### src/diag_record_defs.vh
// Constants of the diagnostic data record of a four-channel analog input.
// Assumes a 10 MHz system clock; included by the record only, not by its storage.
`ifndef DIAG_RECORD_DEFS_VH
`define DIAG_RECORD_DEFS_VH

// ---------------------------------------------------------------------
// Access selectors
// ---------------------------------------------------------------------
`define REC_SET_FIRST4 8'h00
`define REC_SET_FULL 8'h01
`define OBJ_INDEX_FIRST4 16'h2F00
`define OBJ_INDEX_FULL 16'h2F01
`define OBJ_INDEX_SUB 16'h5005
`define SUBIDX_FIRST 8'h02
`define SUBIDX_TIMESTAMP 8'h13
`define RECORD_BYTES 5'd20
`define FIRST4_BYTES 5'd4
`define TS_BYTE_POS 5'd16

// ---------------------------------------------------------------------
// Byte positions in the record
// ---------------------------------------------------------------------
`define BYTE_SUMMARY_FIRST 5'd0
`define BYTE_MODULE_INFO 5'd1
`define BYTE_RESERVED_C 5'd2
`define BYTE_SUMMARY_INT 5'd3
`define BYTE_CHANNEL_KIND 5'd4
`define BYTE_BITS_PER_CH 5'd5
`define BYTE_CHANNEL_COUNT 5'd6
`define BYTE_GROUP_ERRORS 5'd7
`define BYTE_CH0_FAULT 5'd8

// ---------------------------------------------------------------------
// Constant contents and field positions
// ---------------------------------------------------------------------
`define MODULE_CLASS_ANALOG 4'h5
`define MODULE_INFO_VAL 8'h15
`define CHANNEL_KIND_AI 8'h71
`define BITS_PER_CH_VAL 8'h08
`define CHANNEL_COUNT_VAL 8'h04
`define INT_BUF_OVF_BIT 3
`define INT_COMM_ERR_BIT 4
`define CH_PARAM_ERR_BIT 0
`define CH_UNDER_BIT 6
`define CH_OVER_BIT 7

// ---------------------------------------------------------------------
// Timing
// ---------------------------------------------------------------------
`define CLK_FREQ_HZ 10000000
`define TICK_PERIOD_US 1
`define TICK_CYCLES (`CLK_FREQ_HZ / 1000000 * `TICK_PERIOD_US)

`endif

### src/diag_byte_store.v
// Small register-backed store of record bytes 0 to 7 (summaries, constants and group errors).
// Assumes one writer at a time and a registered, one-cycle read.
`timescale 1ns/1ps
`default_nettype none

module diag_byte_store #(
  parameter DEPTH = 8,
  parameter AW = 3
) (
  // Clock and reset
  input wire clk,
  input wire rst_b,
  // Write side
  input wire wr_en,
  input wire [AW-1:0] wr_addr,
  input wire [7:0] wr_data,
  // Read side
  input wire [AW-1:0] rd_addr,
  output reg [7:0] rd_data_r
);

  reg [7:0] mem [0:DEPTH-1];
  integer i;

  // Storage is cleared at reset so every byte reads 00h first.
  always @(posedge clk) begin
    if (!rst_b) begin
      for (i = 0; i < DEPTH; i = i + 1) begin
        mem[i] <= 8'h00;
      end
      rd_data_r <= 8'h00;
    end else begin
      if (wr_en) begin
        mem[wr_addr] <= wr_data;
      end
      rd_data_r <= mem[rd_addr];
    end
  end

endmodule
`default_nettype wire

### src/analog_input_diagnostic_record.v
// Read-only diagnostic record of a four-channel analog input module.
// Assumes the backplane coupler presents synchronous read requests.
//
// Functional notes
// - Channel error lights LED and is recorded.
// - No diagnostic interrupt; readout only.
// - Record set 01h full, 00h first four.
// - Index 2F01h full, 2F00h first four.
// - Index 5005h reads each group by subindex.
// - Module information reads 15h, analog class.
// - Summary bit 3 flags diagnostics buffer overflow.
// - Summary bit 4 flags internal communication error.
// - Channel kind reads 71h, analog input.
// - Bits per channel reads 08h.
// - Channel count reads 04h.
// - Group error bit n per channel n.
// - Fault bit 0 parameter assignment error.
// - Fault bit 6 measuring range underflow.
// - Fault bit 7 measuring range overflow.
// - Timestamp captures microsecond timer at recording.
// - Microsecond timer starts at zero, wraps.
`include "diag_record_defs.vh"
`timescale 1ns/1ps
`default_nettype none

module analog_input_diagnostic_record #(
  parameter CHANNELS = 4,
  parameter TICK_CYCLES = `TICK_CYCLES
) (
  // Clock and reset
  input wire clk,
  input wire rst_b,
  // Channel error sources, one bit per channel
  input wire [CHANNELS-1:0] param_error,
  input wire [CHANNELS-1:0] range_underflow,
  input wire [CHANNELS-1:0] range_overflow,
  // Internal fault sources
  input wire int_buffer_overflow,
  input wire int_comm_error,
  // Indicators
  output reg [CHANNELS-1:0] channel_led_r,
  output reg module_error_led_r,
  output wire diag_irq,
  // Backplane read request
  input wire rd_req,
  input wire [1:0] rd_mode,
  input wire [7:0] record_set_number,
  input wire [15:0] object_index,
  input wire [7:0] object_subindex,
  input wire [4:0] rd_byte,
  // Backplane read answer
  output reg rd_valid_r,
  output reg rd_error_r,
  output reg [31:0] rd_data_r,
  output reg [4:0] rd_len_r,
  // Free-running timer view
  output wire [31:0] us_timer
);

  // -------------------------------------------------------------------
  // Access modes
  // -------------------------------------------------------------------
  localparam [1:0] MODE_RECSET = 2'h0;
  localparam [1:0] MODE_INDEX = 2'h1;
  localparam [1:0] MODE_SUBIDX = 2'h2;

  // The answer side rests one cycle after each taken request.
  localparam [1:0] ST_IDLE = 2'h0;
  localparam [1:0] ST_READ = 2'h1;

  // -------------------------------------------------------------------
  // Microsecond timer
  // -------------------------------------------------------------------
  // The divider gives one step of the timer per microsecond.
  localparam integer TICK_LAST = TICK_CYCLES - 1;
  reg [7:0] tick_cnt_r;
  reg [31:0] us_cnt_r;
  wire [7:0] tick_end = TICK_LAST[7:0];
  wire tick = (tick_cnt_r == tick_end);

  always @(posedge clk) begin
    if (!rst_b) begin
      tick_cnt_r <= 8'h00;
      us_cnt_r <= 32'h00000000;
    end else begin
      tick_cnt_r <= tick ? 8'h00 : tick_cnt_r + 8'h01;
      // The 32-bit count wraps to zero by itself.
      if (tick) begin
        us_cnt_r <= us_cnt_r + 32'h00000001;
      end
    end
  end
  assign us_timer = us_cnt_r;

  // -------------------------------------------------------------------
  // Channel fault bytes and summaries
  // -------------------------------------------------------------------
  wire [8*CHANNELS-1:0] fault_now;
  wire [CHANNELS-1:0] group_err;
  // Each channel byte holds its three fault bits; bits 5 to 1 read zero.
  genvar g;
  generate
    for (g = 0; g < CHANNELS; g = g + 1) begin : gen_ch
      assign fault_now[8*g+`CH_PARAM_ERR_BIT] = param_error[g];
      assign fault_now[8*g+5:8*g+1] = 5'h00;
      assign fault_now[8*g+`CH_UNDER_BIT] = range_underflow[g];
      assign fault_now[8*g+`CH_OVER_BIT] = range_overflow[g];
      assign group_err[g] = param_error[g] | range_underflow[g] |
        range_overflow[g];
    end
  endgenerate

  reg [8*CHANNELS-1:0] fault_r;
  reg [7:0] group_r;
  reg [7:0] internal_r;
  reg [31:0] stamp_r;
  wire [7:0] internal_nxt;
  assign internal_nxt[2:0] = 3'h0;
  assign internal_nxt[`INT_BUF_OVF_BIT] = int_buffer_overflow;
  assign internal_nxt[`INT_COMM_ERR_BIT] = int_comm_error;
  assign internal_nxt[7:5] = 3'h0;
  // Any change of a fault byte or of the internal byte is a new event.
  wire event_now = (fault_now != fault_r) || (internal_nxt != internal_r);

  always @(posedge clk) begin
    if (!rst_b) begin
      fault_r <= {8*CHANNELS{1'b0}};
      group_r <= 8'h00;
      internal_r <= 8'h00;
      stamp_r <= 32'h00000000;
    end else begin
      fault_r <= fault_now;
      group_r <= {{(8-CHANNELS){1'b0}}, group_err};
      internal_r <= internal_nxt;
      if (event_now) begin
        stamp_r <= us_cnt_r;
      end
    end
  end

  // -------------------------------------------------------------------
  // Indicators
  // -------------------------------------------------------------------
  // A channel lamp lights one cycle after any fault of its channel.
  always @(posedge clk) begin
    if (!rst_b) begin
      channel_led_r <= {CHANNELS{1'b0}};
      module_error_led_r <= 1'b0;
    end else begin
      channel_led_r <= group_err;
      module_error_led_r <= (|group_err) | int_buffer_overflow |
        int_comm_error;
    end
  end

  // Diagnostics are only read out, never signalled.
  assign diag_irq = 1'b0;

  // -------------------------------------------------------------------
  // Record byte mux
  // -------------------------------------------------------------------
  // Returns the record byte at a position from the registered state.
  function [7:0] rec_byte;
    input [4:0] pos;
    input [8*CHANNELS-1:0] faults;
    input [7:0] grp;
    input [7:0] intl;
    input [31:0] stamp;
    begin
      rec_byte = 8'h00;
      case (pos)
        `BYTE_SUMMARY_FIRST: rec_byte = 8'h00;
        `BYTE_MODULE_INFO: rec_byte = `MODULE_INFO_VAL;
        `BYTE_RESERVED_C: rec_byte = 8'h00;
        `BYTE_SUMMARY_INT: rec_byte = intl;
        `BYTE_CHANNEL_KIND: rec_byte = `CHANNEL_KIND_AI;
        `BYTE_BITS_PER_CH: rec_byte = `BITS_PER_CH_VAL;
        `BYTE_CHANNEL_COUNT: rec_byte = `CHANNEL_COUNT_VAL;
        `BYTE_GROUP_ERRORS: rec_byte = grp;
        5'd8: rec_byte = faults[7:0];
        5'd9: rec_byte = faults[15:8];
        5'd10: rec_byte = faults[23:16];
        5'd11: rec_byte = faults[31:24];
        // Bytes 12 to 15 stand for absent channels and read zero.
        5'd12: rec_byte = 8'h00;
        5'd13: rec_byte = 8'h00;
        5'd14: rec_byte = 8'h00;
        5'd15: rec_byte = 8'h00;
        5'd16: rec_byte = stamp[7:0];
        5'd17: rec_byte = stamp[15:8];
        5'd18: rec_byte = stamp[23:16];
        5'd19: rec_byte = stamp[31:24];
        default: rec_byte = 8'h00;
      endcase
    end
  endfunction

  // -------------------------------------------------------------------
  // Snapshot store of record bytes 0 to 7, one byte refreshed each cycle
  // -------------------------------------------------------------------
  // The store keeps a rolling copy of bytes 0 to 7, one byte a cycle.
  // Answers come from the live record, so no answer is ever stale.
  reg [4:0] fill_pos_r;
  reg [4:0] rd_pos;

  always @(posedge clk) begin
    if (!rst_b) begin
      fill_pos_r <= 5'd0;
    end else begin
      fill_pos_r <= (fill_pos_r == 5'd7) ? 5'd0 : fill_pos_r + 5'd1;
    end
  end

  diag_byte_store #(.DEPTH(8), .AW(3)) u_store (
    .clk(clk),
    .rst_b(rst_b),
    .wr_en(1'b1),
    .wr_addr(fill_pos_r[2:0]),
    .wr_data(rec_byte(fill_pos_r, fault_r, group_r, internal_r, stamp_r)),
    .rd_addr(rd_pos[2:0]),
    .rd_data_r()
  );

  // -------------------------------------------------------------------
  // Request decode
  // -------------------------------------------------------------------
  reg [4:0] len;
  reg [4:0] base;
  reg sel_ok;

  always @* begin
    len = 5'd0;
    base = 5'd0;
    sel_ok = 1'b0;
    rd_pos = 5'd0;
    case (rd_mode)
      // Record set 01h reads the whole record, 00h its first four bytes.
      MODE_RECSET: begin
        if (record_set_number == `REC_SET_FULL) begin
          len = `RECORD_BYTES;
          sel_ok = (rd_byte < `RECORD_BYTES);
        end else if (record_set_number == `REC_SET_FIRST4) begin
          len = `FIRST4_BYTES;
          sel_ok = (rd_byte < `FIRST4_BYTES);
        end
        base = rd_byte;
      end
      // Object index access mirrors the record set access.
      MODE_INDEX: begin
        if (object_index == `OBJ_INDEX_FULL) begin
          len = `RECORD_BYTES;
          sel_ok = (rd_byte < `RECORD_BYTES);
        end else if (object_index == `OBJ_INDEX_FIRST4) begin
          len = `FIRST4_BYTES;
          sel_ok = (rd_byte < `FIRST4_BYTES);
        end
        base = rd_byte;
      end
      // Subindex 02h to 11h maps onto record bytes 0 to 15 one by one.
      MODE_SUBIDX: begin
        if (object_index == `OBJ_INDEX_SUB) begin
          if (object_subindex == `SUBIDX_TIMESTAMP) begin
            len = 5'd4;
            base = `TS_BYTE_POS;
            sel_ok = 1'b1;
          end else if (object_subindex >= `SUBIDX_FIRST &&
                       object_subindex < `SUBIDX_TIMESTAMP - 8'h01) begin
            len = 5'd1;
            base = object_subindex[4:0] - 5'd2;
            sel_ok = 1'b1;
          end
        end
      end
      default: begin
        sel_ok = 1'b0;
      end
    endcase
    rd_pos = base;
  end

  // -------------------------------------------------------------------
  // Answer; one word per request, assembled from the live record
  // -------------------------------------------------------------------
  reg [1:0] state_r;
  reg [31:0] word_nxt;

  always @* begin
    word_nxt = 32'h00000000;
    if (rd_mode == MODE_SUBIDX && base == `TS_BYTE_POS) begin
      word_nxt = stamp_r;
    end else begin
      word_nxt = {24'h000000, rec_byte(base, fault_r, group_r, internal_r,
        stamp_r)};
    end
  end

  always @(posedge clk) begin
    if (!rst_b) begin
      state_r <= ST_IDLE;
      rd_valid_r <= 1'b0;
      rd_error_r <= 1'b0;
      rd_data_r <= 32'h00000000;
      rd_len_r <= 5'd0;
    end else begin
      rd_valid_r <= 1'b0;
      rd_error_r <= 1'b0;
      case (state_r)
        ST_IDLE: begin
          // Unknown selectors or bytes beyond the object answer an error.
          if (rd_req) begin
            rd_valid_r <= sel_ok;
            rd_error_r <= !sel_ok;
            rd_data_r <= sel_ok ? word_nxt : 32'h00000000;
            rd_len_r <= sel_ok ? len : 5'd0;
            state_r <= ST_READ;
          end
        end
        // A request in the cycle after a taken one is ignored.
        ST_READ: begin
          state_r <= ST_IDLE;
        end
        default: begin
          state_r <= ST_IDLE;
        end
      endcase
    end
  end

endmodule
`default_nettype wire

### config.mk
export PLATFORM = sky130hd
export DESIGN_NAME = analog_input_diagnostic_record
export DESIGN_NICKNAME = d
export VERILOG_FILES = /design/src/diag_byte_store.v /design/src/analog_input_diagnostic_record.v
export VERILOG_INCLUDE_DIRS = /design/src
export SDC_FILE = /design/constraint.sdc
export NUM_CORES = 1
export LEC_CHECK = 0
export BUFFER_PORTS_ARGS = -buffer_cell sky130_fd_sc_hd__buf_4
export CAP_MARGIN = 40
export CELL_PAD_IN_SITES_DETAIL_PLACEMENT = 0
export CELL_PAD_IN_SITES_GLOBAL_PLACEMENT = 2
export CORE_ASPECT_RATIO = 1.1
export CORE_MARGIN = 2
export CORE_UTILIZATION = 32
export DETAILED_ROUTE_END_ITERATION = 7
export PLACE_DENSITY_LB_ADDON = 0.2
export SYNTH_ARGS = -nofsm -noshare
export SYNTH_HDL_FRONTEND = slang
export SYNTH_SLANG_ARGS = --single-unit
### constraint.sdc
create_clock -name clk -period 3.4 [get_ports clk]
set_input_delay 0.34 -clock clk [delete_from_list [all_inputs] [get_ports clk]]
set_output_delay 0.34 -clock clk [all_outputs]
set_load 0.005 [all_outputs]
==> metrics <==
top post-synthesis cells by area dfxtp_1 45%, mux2i_1 6.0%, nor2_1 5.8%, a22o_1 5.1%, xor2_1 4.6%; HPWL after DPL 13.0 mm; FF-to-FF End us_timer[28]; first-pass GRT wire length between 20 and 30 mm; Initial Utilization 0.325; hold depth 2; Yosys top cell by area dfxtp_1; Hold WC Path Type in -> reg; Final period util 0.771; min-delay src int_comm_error; flop2flop setup slack 0.78 ns; clock latency on the worst-skew pair 0.42 ns; worst-margin pin slew 0.805 ns; post-synthesis sequential area ratio 0.452; Ys Warns 0; count of input and output buffers about 130; crit path kind reg -> reg; Die Height 144 um; n_diodes 0; cell count after synthesis 608; share of the synthesized area in the top cell type 0.452; initial antenna violation count 0; CTS buffer count 17; number of synthesized flops with an enable pin 0; cells resized by post-CTS repair 0; DRT antenna net count 0; CP max FO 6; max cap viols 0; worst clock skew 0.00732 ns; library cells used by synthesis 74; R2R Path Start tick_cnt_r[0]; arrival time worst endpoint 2.89 ns; status finished clean; Setup TNS Final 0 ns; Final Hold Vio Count 0; post-synthesis register bit count 129; most numerous cell in the Yosys netlist dfxtp_1; crit path launch tick_cnt_r[0]; Primary FF master, synth dfxtp_1; Post-synth ARST share 0; Top Ports roughly 130; DR vias/cell 4.98; final wirelength 17.4 mm; die width 131 um; Layout Nets 805; CTS tree yes; Remaining DRCs 0; post-route insts no fill 996; CP startpoint kind flip-flop; 1st-pass router iterations 6; Final Setup Violations 0; Tmin final around 2.6 ns; post-CTS repair timing setup buffer count 0; total power roughly 3.6 mW; Core ar. 17600 um2; DR vias 4963; total number of H-tree levels 4; largest net degree at the start of global routing 68; Rows just over 50; vias in the first global route ~4900; hold_buf cts 0; Clock Sinks 129; fin util 0.430; all-layer global routing usage 0.186; Hold Path Sink internal_r[4]; Critical Path End Type flip-flop; r2r worst-path depth 8; clock transition at the registers of the reported paths roughly 0.06 ns; GP Congestion 0.836; hold slack 0.154 ns; die area ~19000 um2; Slew headroom 0.463; initial drt markers 290; Cells after DPL 964; grt total ovfl 0; Pins Over Slew Limit 0; Layout area overhead 32.4%; Critical Path RT 3.67 ns; Leak Pwr 3.30 nW; Commonest cells post-synth 129 x dfxtp_1, 89 x nor2_1, 39 x nand2_1; clk root buf clkbuf_16; Achievable Freq 0.381 GHz; CTS max path bufs 2; PD cells 474 nW/um2; peak supply drop 0.285 mV; share of cells above drive strength 1 0.257; RSZ-0062 raised after global routing no; post-synthesis cell area between 5000 and 6000 um2; WL/cell 17.5 um; syn_area_per_cell 9.40 um2
[critical path: stages, from the launching register on]
cell and delay [ns]:
dfxtp_1 0.42, ha_1 0.19, nor4b_2 0.33, nand4_1 0.33
nor4_1 0.68, nor2b_1 0.26, nand2_1 0.08, xor2_1 0.13
nor2_1 0.05
[how the worst max path moves through the flow]
stage | end | slack [ns] | cells after the start
after floorplan | rd_data_r[2] | 0.89 | 9
after global placement | rd_data_r[0] | 0.57 | 9
after detailed placement | rd_data_r[0] | 0.51 | 9
after CTS | us_timer[28] | 0.75 | 8
after global routing | us_timer[28] | 0.48 | 8
final | us_timer[28] | 0.78 | 8
[flip-flops by register name, indices dropped and copies added (netlist names)]
| signal | flops |
|---|---|
| module_error_led_r | 1 |
| fault_r | 12 |
| rd_error_r | 1 |
| stamp_r | 32 |
| us_timer | 32 |
| rd_data_r | 32 |
| state_r | 1 |
| rd_len_r | 3 |
| internal_r | 2 |
| tick_cnt_r | 8 |
| channel_led_r | 4 |
| rd_valid_r | 1 |
[cell usage in the layout, fill, tap and decap left out, drive strengths merged, types with 3 or more instances in the layout]
cell type    n
nand2       40
clkinv       4
nand3       23
nor3b        3
nor2        89
xor2        30
nor2b        5
or3          6
o2bb2ai      5
a21oi        7
nor4bb       3
xnor2       21
ha           4
clkbuf      21
inv         13
or2          4
a22o        33
a221oi       4
buf        141
and2        24
dfxtp      129
nor4         9
and3        12
nor3        11
nand2b       3
o41ai        3
and4         4
mux2i       34
o22ai        3
o21ai       10
o211ai       7
clkinvlp     3
nand4       12
conb         3
[kinds of logic after synthesis]
group | share of synthesized area
AO/OA/AOI/OAI | 0.143
XOR/XNOR | 0.0782
flip-flops | 0.452
multiplexers | 0.0595
other | 0.000656
adder cells (fa/ha/maj) | 0.00876
buffers and inverters | 0.0289
AND/OR/NAND/NOR | 0.229
[routing by layer]
layer | wire, um | track usage | vias up
li1 | - | - | 2463
met1 | 8140 | 0.243 | 2336
met2 | 8140 | 0.304 | 147
met3 | 925 | 0.0431 | 17
met4 | 236 | 0.0646 | 0
met5 | 0 | 0 | -
[area by class of cell]
cell class              count  area [um2]
fillers                  1793       10000
multi-input cells         445        2990
flip-flops and latches    129        2580
repair buffers            141        1060
clock buffers              21         470
well taps                 238         298
clock inverters            11         128
inverters                  11        41.3
[power breakdown]
group / switching, mW / total, mW / internal, mW
clock: 0.687 / 1.83 / 1.14
combinational: 0.121 / 0.217 / 0.0958
sequential: 0.0149 / 1.54 / 1.53
[through the flow]
stage / instance area (um2) / setup slack [ns]
after global placement: 6970 / 0.572
final: 7570 / 0.778
after detailed placement: 6970 / 0.508
after floorplan: 5720 / 0.888
after CTS: 7570 / 0.752
after global routing: 7570 / 0.484
Power figures use the tool's default switching activity.
